==> config.mk <==
export PLATFORM = sky130hd
export DESIGN_NAME = msi_interlock
export DESIGN_NICKNAME = d
export VERILOG_FILES = /design/src/msi_pkg.sv /design/src/msi_sync2.sv /design/src/msi_blink.sv /design/src/msi_interlock.sv
export SDC_FILE = /design/constraint.sdc
export NUM_CORES = 1
export LEC_CHECK = 0
export ABC_AREA = 1
export BUFFER_PORTS_ARGS = -buffer_cell sky130_fd_sc_hd__buf_2
export CAP_MARGIN = 40
export CELL_PAD_IN_SITES_DETAIL_PLACEMENT = 0
export CELL_PAD_IN_SITES_GLOBAL_PLACEMENT = 2
export CORE_AREA = 2 2 139 141
export DETAILED_ROUTE_END_ITERATION = 8
export DIE_AREA = 0 0 141 143
export PLACE_DENSITY_LB_ADDON = 0.1
export RECOVER_POWER = 25
export SYNTH_ARGS = -nofsm -noshare
export SYNTH_HDL_FRONTEND = slang
export SYNTH_HIERARCHICAL = 1
export SYNTH_SLANG_ARGS = --single-unit
==> constraint.sdc <==
create_clock -name clk -period 5.2 [get_ports clk]
set_clock_uncertainty 0.05 [all_clocks]
set_input_delay 0.26 -clock clk [delete_from_list [all_inputs] [get_ports clk]]
set_output_delay 0.26 -clock clk [all_outputs]
set_load 0.02 [all_outputs]
==> src/msi_pkg.sv <==
// Constants, types and timing counts shared by the motor safety interlock.
// Assumes a single 250 MHz clock and a synchronous active-high reset.
package msi_pkg;

   localparam int unsigned CLK_HZ         = 250_000_000;
   // Battery current in milliamps; analog input in millivolts.
   localparam int unsigned CUR_LIMIT_MA   = 1000;
   localparam int unsigned FAULT_TIME_MS  = 500;
   localparam int unsigned FAULT_CYCLES   = CLK_HZ / 1000 * FAULT_TIME_MS;
   localparam int unsigned ANA_MIN_MV     = 250;
   localparam int unsigned ANA_MAX_MV     = 4750;
   localparam int unsigned BLINK_PERIOD_MS = 2000;
   localparam int unsigned BLINK_HALF_CYC = CLK_HZ / 1000 * (BLINK_PERIOD_MS / 2);
   localparam int unsigned SELFCHK_CYCLES = 16;

   // Interrupt status and mask bit positions.
   localparam int unsigned EV_FAULT     = 0;
   localparam int unsigned EV_TORQUE_OFF = 1;
   localparam int unsigned EV_CHK_FAIL  = 2;
   localparam int unsigned EV_SRC_CHG   = 3;
   localparam int unsigned EV_W         = 4;

   // Register offsets.
   localparam logic [3:0] REG_CTRL   = 4'h0;
   localparam logic [3:0] REG_STATUS = 4'h1;
   localparam logic [3:0] REG_IRQ_ST = 4'h2;
   localparam logic [3:0] REG_IRQ_MK = 4'h3;

   // Control register field positions and reset value.
   localparam int unsigned CTRL_ANA_EN   = 0;
   localparam int unsigned CTRL_ANA_SLOT = 1;
   localparam int unsigned CTRL_RUN_REQ  = 2;
   localparam int unsigned CTRL_CONTACT  = 3;
   localparam int unsigned CTRL_BRAKE1   = 4;
   localparam int unsigned CTRL_BRAKE2   = 5;
   localparam logic [7:0]  CTRL_RESET    = 8'h00;

   typedef enum logic [1:0] {
      MSI_SRC_NONE   = 2'b00,
      MSI_SRC_SERIAL = 2'b01,
      MSI_SRC_PULSE  = 2'b10,
      MSI_SRC_ANALOG = 2'b11
   } msi_src_t;

   typedef enum logic [1:0] {
      MSI_TO_OFF   = 2'b00,
      MSI_TO_CHECK = 2'b01,
      MSI_TO_READY = 2'b10,
      MSI_TO_FAIL  = 2'b11
   } msi_to_state_t;

   typedef struct packed {
      logic serial_valid;
      logic pulse_valid;
      logic analog_valid;
   } msi_cmd_valid_t;

   typedef struct packed {
      logic brake_output_one;
      logic brake_output_two;
      logic contactor_output;
   } msi_dout_t;

endpackage

==> src/msi_sync2.sv <==
// Two-stage synchroniser for a vector of levels.
// Assumes inputs may change at any time relative to clk.
`timescale 1ns/1ps
module msi_sync2 import msi_pkg::*; #(
   parameter int unsigned W = 1
) (
   // Clock and reset
   input  wire logic         clk,
   input  wire logic         sys_rst,
   // Levels
   input  wire logic [W-1:0] d,
   output logic      [W-1:0] q
);
   logic [W-1:0] meta_r;

   initial begin
      if (W < 1) $error("msi_sync2: W must be at least 1");
   end

   // The first stage feeds only the second stage.
   always_ff @(posedge clk) begin
      if (sys_rst) begin
         meta_r <= '0;
         q      <= '0;
      end else begin
         meta_r <= d;
         q      <= meta_r;
      end
   end
endmodule

==> src/msi_blink.sv <==
// Free-running toggle for the status indicator.
// Assumes one clock; HALF is the half period in cycles.
`timescale 1ns/1ps
module msi_blink import msi_pkg::*; #(
   parameter int unsigned HALF = BLINK_HALF_CYC
) (
   // Clock and reset
   input  wire logic clk,
   input  wire logic sys_rst,
   // Indicator
   output logic      blink
);
   logic [31:0] cnt_r;

   initial begin
      if (HALF < 1) $error("msi_blink: HALF must be at least 1");
   end

   always_ff @(posedge clk) begin
      if (sys_rst) begin
         cnt_r <= 32'h0000_0000;
         blink <= 1'b0;
      end else if (cnt_r >= HALF - 1) begin
         cnt_r <= 32'h0000_0000;
         blink <= ~blink;
      end else begin
         cnt_r <= cnt_r + 32'h0000_0001;
      end
   end
endmodule

==> src/msi_interlock.sv <==
// Safety interlock: command arbitration, torque-off gating with self-check,
// contactor supervision, indicators and a small register port.
// Assumes synchronous inputs except torque-off and command-valid flags.
`timescale 1ns/1ps
module msi_interlock import msi_pkg::*; #(
   parameter int unsigned FAULT_CYC = FAULT_CYCLES,
   parameter int unsigned HALF_CYC  = BLINK_HALF_CYC,
   parameter int unsigned CHK_CYC   = SELFCHK_CYCLES
) (
   // Clock and reset
   input  wire logic           clk,
   input  wire logic           sys_rst,
   // Register port
   input  wire logic [3:0]     reg_addr,
   input  wire logic [7:0]     reg_wdata,
   input  wire logic           reg_wr,
   input  wire logic           reg_rd,
   output logic      [7:0]     reg_rdata,
   output logic                irq,
   // Command sources
   input  wire msi_cmd_valid_t cmd_valid,
   input  wire logic [12:0]    analog_input_one_mv,
   input  wire logic           analog_centered,
   // Torque-off and straps
   input  wire logic           general_input_three,
   input  wire logic           general_input_four,
   input  wire logic           strap_removed,
   input  wire logic           variant_capable,
   input  wire logic           selfchk_ok,
   // Measurements and links
   input  wire logic [15:0]    battery_current_ma,
   input  wire logic           usb_attached,
   // Outputs
   output msi_src_t            active_src,
   output logic                power_enable,
   output logic                motor_start_ok,
   output logic                can_enable,
   output msi_dout_t           dout,
   output logic                power_led,
   output logic                status_led,
   output logic                selfchk_pulse
);

   initial begin
      if (CHK_CYC < 1 || CHK_CYC > 65536 || FAULT_CYC < 1 || HALF_CYC < 1) begin
         $error("msi_interlock: counts out of range");
      end
   end

   ////////////////////////////////////////////////////////////////////////////////
   // Input synchronisation.

   logic [4:0]     sync_q;
   msi_cmd_valid_t cv_s;
   logic           gi3_s;
   logic           gi4_s;

   msi_sync2 #(.W(5)) u_sync (
      .clk     (clk),
      .sys_rst (sys_rst),
      .d       ({cmd_valid, general_input_three, general_input_four}),
      .q       (sync_q)
   );
   assign cv_s  = msi_cmd_valid_t'(sync_q[4:2]);
   assign gi3_s = sync_q[1];
   assign gi4_s = sync_q[0];

   ////////////////////////////////////////////////////////////////////////////////
   // Registers.

   logic [7:0]      ctrl_r;
   logic [EV_W-1:0] irq_st_r;
   logic [EV_W-1:0] irq_mk_r;
   logic [EV_W-1:0] ev;
   msi_to_state_t   to_st_r;
   logic            fault_r;
   logic            to_active;

   always_ff @(posedge clk) begin
      if (sys_rst) begin
         ctrl_r <= CTRL_RESET;
      end else if (reg_wr && reg_addr == REG_CTRL) begin
         ctrl_r <= reg_wdata;
      end
   end

   always_ff @(posedge clk) begin
      if (sys_rst) begin
         irq_mk_r <= '0;
      end else if (reg_wr && reg_addr == REG_IRQ_MK) begin
         irq_mk_r <= reg_wdata[EV_W-1:0];
      end
   end

   // Set wins over a write-one-to-clear in the same cycle.
   always_ff @(posedge clk) begin
      if (sys_rst) begin
         irq_st_r <= '0;
      end else if (reg_wr && reg_addr == REG_IRQ_ST) begin
         irq_st_r <= (irq_st_r & ~reg_wdata[EV_W-1:0]) | ev;
      end else begin
         irq_st_r <= irq_st_r | ev;
      end
   end

   assign irq = |(irq_st_r & irq_mk_r);

   always_ff @(posedge clk) begin
      if (sys_rst) begin
         reg_rdata <= 8'h00;
      end else if (reg_rd) begin
         unique case (reg_addr)
            REG_CTRL:   reg_rdata <= ctrl_r;
            REG_STATUS: reg_rdata <= {1'b0, fault_r, to_active, to_st_r, power_enable,
                                      active_src};
            REG_IRQ_ST: reg_rdata <= {{(8-EV_W){1'b0}}, irq_st_r};
            REG_IRQ_MK: reg_rdata <= {{(8-EV_W){1'b0}}, irq_mk_r};
            default:    reg_rdata <= 8'h00;
         endcase
      end else begin
         reg_rdata <= 8'h00;
      end
   end

   ////////////////////////////////////////////////////////////////////////////////
   // Command arbitration.

   logic     ana_in_arb;
   logic     ana_window;
   msi_src_t src_nxt;

   // Analog only joins once software places it in slot two or three.
   assign ana_in_arb = ctrl_r[CTRL_ANA_EN];
   assign ana_window = (analog_input_one_mv >= 13'(ANA_MIN_MV)) &&
                       (analog_input_one_mv <= 13'(ANA_MAX_MV));

   // Slot bit clear puts analog second, ahead of pulse; set puts it third.
   always_comb begin
      src_nxt = MSI_SRC_NONE;
      if (cv_s.serial_valid) begin
         src_nxt = MSI_SRC_SERIAL;
      end else if (ana_in_arb && !ctrl_r[CTRL_ANA_SLOT] && cv_s.analog_valid) begin
         src_nxt = MSI_SRC_ANALOG;
      end else if (cv_s.pulse_valid) begin
         src_nxt = MSI_SRC_PULSE;
      end else if (ana_in_arb && cv_s.analog_valid) begin
         src_nxt = MSI_SRC_ANALOG;
      end
   end

   always_ff @(posedge clk) begin
      if (sys_rst) begin
         active_src <= MSI_SRC_NONE;
      end else begin
         active_src <= src_nxt;
      end
   end

   // Start is refused on analog unless centered and within the safe window.
   assign motor_start_ok = ctrl_r[CTRL_RUN_REQ] && (active_src != MSI_SRC_NONE) &&
                           ((active_src != MSI_SRC_ANALOG) ||
                            (analog_centered && ana_window));

   ////////////////////////////////////////////////////////////////////////////////
   // Torque-off with self-check.

   logic both_high;
   logic both_high_d_r;
   logic [15:0] chk_cnt_r;

   // The straps are plain levels; torque-off follows them without a restart.
   assign to_active = strap_removed && variant_capable;
   // When active, inputs three and four become the two torque-off channels.
   assign both_high = to_active && gi3_s && gi4_s;

   always_ff @(posedge clk) begin
      if (sys_rst) begin
         both_high_d_r <= 1'b0;
      end else begin
         both_high_d_r <= both_high;
      end
   end

   always_ff @(posedge clk) begin
      if (sys_rst) begin
         to_st_r   <= MSI_TO_OFF;
         chk_cnt_r <= 16'h0000;
      end else begin
         unique case (to_st_r)
            MSI_TO_OFF: begin
               // Power-on runs a check as soon as inputs first read both high.
               if (both_high && !both_high_d_r) begin
                  to_st_r   <= MSI_TO_CHECK;
                  chk_cnt_r <= 16'h0000;
               end
            end
            MSI_TO_CHECK: begin
               if (!both_high) begin
                  to_st_r <= MSI_TO_OFF;
               end else if (chk_cnt_r >= 16'(CHK_CYC - 1)) begin
                  to_st_r <= selfchk_ok ? MSI_TO_READY : MSI_TO_FAIL;
               end else begin
                  chk_cnt_r <= chk_cnt_r + 16'h0001;
               end
            end
            MSI_TO_READY: begin
               if (!both_high) to_st_r <= MSI_TO_OFF;
            end
            MSI_TO_FAIL: begin
               if (!both_high) to_st_r <= MSI_TO_OFF;
            end
         endcase
      end
   end

   assign selfchk_pulse = (to_st_r == MSI_TO_CHECK);

   // Both inputs high and check passed; either low drops drive at once.
   // Removing drive stops switching and clears both brake outputs on the next clock.
   assign power_enable = !fault_r && (!to_active ||
                         (both_high && to_st_r == MSI_TO_READY));

   ////////////////////////////////////////////////////////////////////////////////
   // Contactor supervision.

   logic [31:0] flt_cnt_r;
   logic        over_cur;

   assign over_cur = battery_current_ma >= 16'(CUR_LIMIT_MA);

   // A stuck power switch draws current even when drive should be off.
   always_ff @(posedge clk) begin
      if (sys_rst) begin
         flt_cnt_r <= 32'h0000_0000;
         fault_r   <= 1'b0;
      end else if (!power_enable && over_cur && !fault_r) begin
         if (flt_cnt_r >= 32'(FAULT_CYC)) begin
            fault_r <= 1'b1;
         end else begin
            flt_cnt_r <= flt_cnt_r + 32'h0000_0001;
         end
      end else if (!fault_r) begin
         flt_cnt_r <= 32'h0000_0000;
      end
   end

   always_ff @(posedge clk) begin
      if (sys_rst) begin
         dout <= '0;
      end else begin
         dout.brake_output_one <= ctrl_r[CTRL_BRAKE1] && power_enable;
         dout.brake_output_two <= ctrl_r[CTRL_BRAKE2] && power_enable;
         dout.contactor_output <= ctrl_r[CTRL_CONTACT] && !fault_r;
      end
   end

   ////////////////////////////////////////////////////////////////////////////////
   // Events, indicators and links.

   msi_src_t src_d_r;
   logic     blink;
   logic     pe_d_r;
   logic     fault_d_r;

   always_ff @(posedge clk) begin
      if (sys_rst) begin
         src_d_r   <= MSI_SRC_NONE;
         pe_d_r    <= 1'b0;
         fault_d_r <= 1'b0;
      end else begin
         src_d_r   <= active_src;
         pe_d_r    <= power_enable;
         fault_d_r <= fault_r;
      end
   end

   // Events last one cycle, so a write-one-to-clear sticks once the cause is reported.
   assign ev[EV_FAULT]      = fault_r && !fault_d_r;
   assign ev[EV_TORQUE_OFF] = pe_d_r && !power_enable;
   assign ev[EV_CHK_FAIL]   = (to_st_r == MSI_TO_CHECK) && both_high && !selfchk_ok &&
                              (chk_cnt_r >= 16'(CHK_CYC - 1));
   assign ev[EV_SRC_CHG]    = (src_d_r != active_src);

   msi_blink #(.HALF(HALF_CYC)) u_blink (
      .clk     (clk),
      .sys_rst (sys_rst),
      .blink   (blink)
   );

   always_ff @(posedge clk) begin
      if (sys_rst) begin
         power_led  <= 1'b0;
         status_led <= 1'b0;
      end else begin
         power_led  <= 1'b1;
         status_led <= fault_r ? 1'b1 : blink;
      end
   end

   // CAN stays up regardless of the USB attach state.
   assign can_enable = 1'b1 | usb_attached;

   ////////////////////////////////////////////////////////////////////////////////
   // Assertions.

   sva_src_prio_a: assert property (@(posedge clk) disable iff (sys_rst)
      cv_s.serial_valid |=> active_src == MSI_SRC_SERIAL)
      else $error("serial source not chosen");
   sva_ana_excl_a: assert property (@(posedge clk) disable iff (sys_rst)
      !ctrl_r[CTRL_ANA_EN] |=> active_src != MSI_SRC_ANALOG)
      else $error("analog chosen while excluded");
   sva_ana_start_a: assert property (@(posedge clk) disable iff (sys_rst)
      (active_src == MSI_SRC_ANALOG && !ana_window) |-> !motor_start_ok)
      else $error("start allowed outside analog window");
   sva_both_high_a: assert property (@(posedge clk) disable iff (sys_rst)
      (to_active && power_enable) |-> (gi3_s && gi4_s))
      else $error("drive with a torque-off input low");
   sva_chk_first_a: assert property (@(posedge clk) disable iff (sys_rst)
      (to_active && $rose(both_high)) |-> ##1 !power_enable)
      else $error("drive before self-check");
   sva_one_low_a: assert property (@(posedge clk) disable iff (sys_rst)
      (to_active && !gi4_s) |-> !power_enable)
      else $error("drive with input four low");
   sva_default_off_a: assert property (@(posedge clk) disable iff (sys_rst)
      !variant_capable |-> (!fault_r |-> power_enable))
      else $error("torque-off acted on incapable variant");
   sva_contact_a: assert property (@(posedge clk) disable iff (sys_rst)
      $rose(fault_r) |=> !dout.contactor_output)
      else $error("contactor held after fault");
   sva_fault_time_a: assert property (@(posedge clk) disable iff (sys_rst)
      $rose(fault_r) |-> $past(flt_cnt_r) >= 32'(FAULT_CYC))
      else $error("fault declared too early");
   sva_power_led_a: assert property (@(posedge clk) disable iff (sys_rst)
      !$past(sys_rst) |-> power_led)
      else $error("power indicator dark");

   cov_pulse_c: cover property (@(posedge clk) disable iff (sys_rst)
      active_src == MSI_SRC_PULSE);
   cov_ready_c: cover property (@(posedge clk) disable iff (sys_rst)
      to_st_r == MSI_TO_CHECK ##1 to_st_r == MSI_TO_READY);
   cov_fault_c: cover property (@(posedge clk) disable iff (sys_rst) $rose(fault_r));
   cov_analog_c: cover property (@(posedge clk) disable iff (sys_rst)
      active_src == MSI_SRC_ANALOG && motor_start_ok);
   cov_chk_fail_c: cover property (@(posedge clk) disable iff (sys_rst) to_st_r == MSI_TO_FAIL);

endmodule

==> reports/qor.yml <==
critical_path.startpoint_type: "flip-flop"
n_antenna_cell: 0
drv_slew: 0
worst_setup_hold_path_clk_slew_ps: 70
fmax_mhz: 445
crit_top_cell: "sky130_fd_sc_hd__nand2_1"
floorplan.initialDensity_pct: 34.5
run_status: "completed"
period_minus_slack_ps: 2250
htree_levels: 4
cts_setup_buffers: 0
fillerInstances: 2025
detail_route.wl_per_cell_microns: 13.2
number_of_buffers_added_on_ports: 69
ant_nets: 0
synth_largest_area_cell: "sky130_fd_sc_hd__dfxtp_1"
rows: 50
netlist-cell-type-count: 42
cap_violations: 0
average_vias_per_placed_instance: 4.60
crit_path_max_incr_delay_ps: 420
critical_path_arrival_ps: 2550
worstMarginPinSlew_ps: 693
setup.worst_path.end_class: "flip-flop"
ys_top_cells_by_area: "sky130_fd_sc_hd__dfxtp_1, sky130_fd_sc_hd__nand2_1, sky130_fd_sc_hd__nor2_1, sky130_fd_sc_hd__inv_1, sky130_fd_sc_hd__nand3_1"
grt_util_all_layers_pct: 17.6
grt_pass1_wl_mm: 28.0
power_leakage_nw: 2.89
avg_synthesized_cell_area_sq_um: 6.73
core_region_area_sq_mm: 0.0186
floorplan.die.height_microns: 143
top_ports: 75
drc: 0
timing.critical_path.fanout_max: 6
antenna_found_initial: 0
grt_remaining_overflow: 0
p_total_mw: 2.37
muxShareOfSynthArea_pct: 0
chipWidth_microns: 141
finalHoldViolations: 0
post_route_cells_drive_above_1_share_pct: 11.5
synth_adder_area_share_pct: 0.781
synth-compound-area-share_pct: 8.41
critical_path.cell_chain: "ha_1 -> nand2_1 -> nor2_1 -> nand2_1 -> nor2_1 -> nand2_1 -> nand2_1 -> nand2_1 -> nor2_1 -> nand3_1 -> o21ai_0"
clock_tree_from_tritoncts: "done"
post_cts_resize_count: 0
nets: 1091
ys_flop_type: "sky130_fd_sc_hd__dfxtp_1"
synth_top_area_share_pct: 40.6
setup_viol: 0
async_flop_share_pct: 0
place_congestion: 0.769
ys_warn_count: 6
design.die.area_sq_mm: 0.0202
worst_path_dominant_cell_family: "simple AND/OR/NAND/NOR gates"
synthesized_flop_and_latch_total: 130
grt_setup_unrepaired: "no"
finalWirelength_mm: 16.8
postSynthCellCount: 953
number_of_drc_markers_in_iteration_0: 308
setup_tns_ps: 0
worst-endpoint-required_ps: 5500
max_slew_margin_pct: 53.8
largest_family_of_logic_cells_by_synthesized_area: "simple AND/OR/NAND/NOR gates"
cts_made_buffers: 17
cts_buffer_depth: 2
syn_area_sq_mm: 0.00641
detailedPlacementHpwl_mm: 12.2
vdd_drop_max_mv: 0.219
synth-edff-count: 0
area_growth_syn_to_layout_pct: 18.0
hp-class: "in -> reg"
drt_pre_antenna_iters: 4
insertion_delay_ps: 420
timing_worst_setup_path_type: "reg -> reg"
via_count_of_the_first_global_routing_pass: 5631
clock_sink_count: 130
grt_max_degree: 61
worst_path_max_delay_cell: "sky130_fd_sc_hd__dfxtp_1"
crit_buf_inv: 0
synth-xor-area-share_pct: 3.42
ctsRootBufferMaster: "sky130_fd_sc_hd__clkbuf_16"
power_per_cell_area_mw_per_mm2: 313
final.period_utilization_pct: 43.2
route.vias.total: 5886
post_synth_and_or_nand_nor_area_fraction_pct: 37.4
synth-seq-area-share_pct: 40.6
[Yosys cell counts (2+ instances only)]
master	count
sky130_fd_sc_hd__nor2_2	4
sky130_fd_sc_hd__buf_4	5
sky130_fd_sc_hd__buf_2	4
sky130_fd_sc_hd__nor3_4	3
sky130_fd_sc_hd__nor3_2	2
sky130_fd_sc_hd__o22ai_1	2
sky130_fd_sc_hd__a221oi_1	3
sky130_fd_sc_hd__nand3_1	73
sky130_fd_sc_hd__or2_0	2
sky130_fd_sc_hd__buf_6	4
sky130_fd_sc_hd__xor2_1	14
sky130_fd_sc_hd__nand4_1	15
sky130_fd_sc_hd__nand3b_1	2
sky130_fd_sc_hd__nor2_1	175
sky130_fd_sc_hd__o211ai_1	2
sky130_fd_sc_hd__nand2_1	240
sky130_fd_sc_hd__clkbuf_1	9
sky130_fd_sc_hd__inv_2	2
sky130_fd_sc_hd__nand3_4	3
sky130_fd_sc_hd__a21oi_1	60
sky130_fd_sc_hd__nor4_1	2
sky130_fd_sc_hd__o21ai_0	23
sky130_fd_sc_hd__nor3_1	23
sky130_fd_sc_hd__nand2_2	5
sky130_fd_sc_hd__conb_1	2
sky130_fd_sc_hd__nor3b_1	2
sky130_fd_sc_hd__dfxtp_1	130
sky130_fd_sc_hd__inv_1	114
sky130_fd_sc_hd__or2_2	2
sky130_fd_sc_hd__ha_1	4
sky130_fd_sc_hd__xnor2_1	11
[sequential cells by signal, summed over array words and instances (netlist names), 2 cells and up]
signal         cells
flt_cnt_r         32
u_blink/cnt_r     32
chk_cnt_r         16
ctrl_r             8
reg_rdata          8
u_sync/meta_r      5
u_sync/q           5
irq_mk_r           4
irq_st_r           4
dout               3
active_src         2
src_d_r            2
to_st_r            2
[layout make-up]
class | instances | area, sq um | area share [%]
Clock buffer | 17 | 425 | 5.62
Clock inverter | 15 | 160 | 2.12
Inverter | 116 | 435 | 5.76
Multi-Input combinational cell | 687 | 3220 | 42.6
Sequential cell | 130 | 2600 | 34.4
Tap cell | 234 | 293 | 3.87
Timing Repair Buffer | 80 | 424 | 5.61
[metrics by stage]
step | hold WS [ps] | setup slack [ps] | std cells | util, % | cell area (sq um)
2_1_floorplan | 294 | 3530 | 956 | - | 6420
3_3_place_gp | 343 | 2830 | 1241 | 37.4 | 6940
3_5_place_dp | 345 | 2840 | 1242 | 37.4 | 6950
4_1_cts | 55.3 | 2930 | 1279 | 40.8 | 7580
5_1_grt | 90.6 | 2650 | 1279 | 40.7 | 7560
6_report | 73.2 | 2950 | 1279 | 40.7 | 7560
[timing repair]
item	in CTS	in global routing
hold endpoints to repair	5	0
endpoints found under the setup margin	0	0
hold buffers	5	0
[logic make-up after synthesis]
logic type                 count (synthesis)
and+or+nand+nor                          555
buffers and inverters                    139
DFF                                      130
AOI/OAI and AO/OA                         98
xor gates and xnor gates                  25
adders and majority gates                  4
other                                      2
[power breakdown]
part / total (mW) / internal (mW) / switching (mW)
sequential: 1.02 / 1.01 / 0.00986
combinational: 0.127 / 0.0417 / 0.0857
clock: 1.22 / 0.683 / 0.535
[layout by cell type, fill, tap and decap left out, types with 3 or more instances in the layout]
cell type	synthesis	layout
sky130_fd_sc_hd__buf_4	5	5
sky130_fd_sc_hd__nand3_1	73	73
sky130_fd_sc_hd__nand4_1	15	15
sky130_fd_sc_hd__ha_1	4	4
sky130_fd_sc_hd__dfxtp_1	130	130
sky130_fd_sc_hd__nand2_2	5	5
sky130_fd_sc_hd__clkbuf_16	0	17
sky130_fd_sc_hd__nand3_4	3	3
sky130_fd_sc_hd__conb_1	2	5
sky130_fd_sc_hd__o21ai_0	23	23
sky130_fd_sc_hd__nor2_2	4	4
sky130_fd_sc_hd__inv_1	114	114
sky130_fd_sc_hd__inv_8	0	5
sky130_fd_sc_hd__nor3_1	23	23
sky130_fd_sc_hd__nor3_4	3	3
sky130_fd_sc_hd__a221oi_1	3	3
sky130_fd_sc_hd__a21oi_1	60	61
sky130_fd_sc_hd__nor2_1	175	175
sky130_fd_sc_hd__buf_2	4	59
sky130_fd_sc_hd__nand2_1	240	240
sky130_fd_sc_hd__inv_6	0	6
sky130_fd_sc_hd__dlygate4sd3_1	0	5
sky130_fd_sc_hd__clkbuf_1	9	11
sky130_fd_sc_hd__xnor2_1	11	11
sky130_fd_sc_hd__xor2_1	14	14
[routing by layer]
layer / global-route usage (%) / vias up / wire length (microns)
li1: - / 3180 / -
met1: 24.2 / 2589 / 8580
met2: 28.0 / 99 / 7380
met3: 3.12 / 18 / 657
met4: 5.68 / 0 / 232
met5: 0 / - / 0
[worst paths after layout]
check	slack, ps	to	start	depth (start not counted)
max	2950	flt_cnt_r[24]	flt_cnt_r[0]	11
min reg2reg	360	u_sync/q[4]	u_sync/meta_r[4]	2
max reg2reg	2950	flt_cnt_r[24]	flt_cnt_r[0]	11
min	70	ctrl_r[6]	reg_wdata[6]	3
[worst min-delay path, cell delays in order]
cell and delay [ps]:
sky130_fd_sc_hd__buf_2 100, sky130_fd_sc_hd__nand3_1 70, sky130_fd_sc_hd__a21oi_1 60
Note: power is estimated with default switching activity, not from simulation.
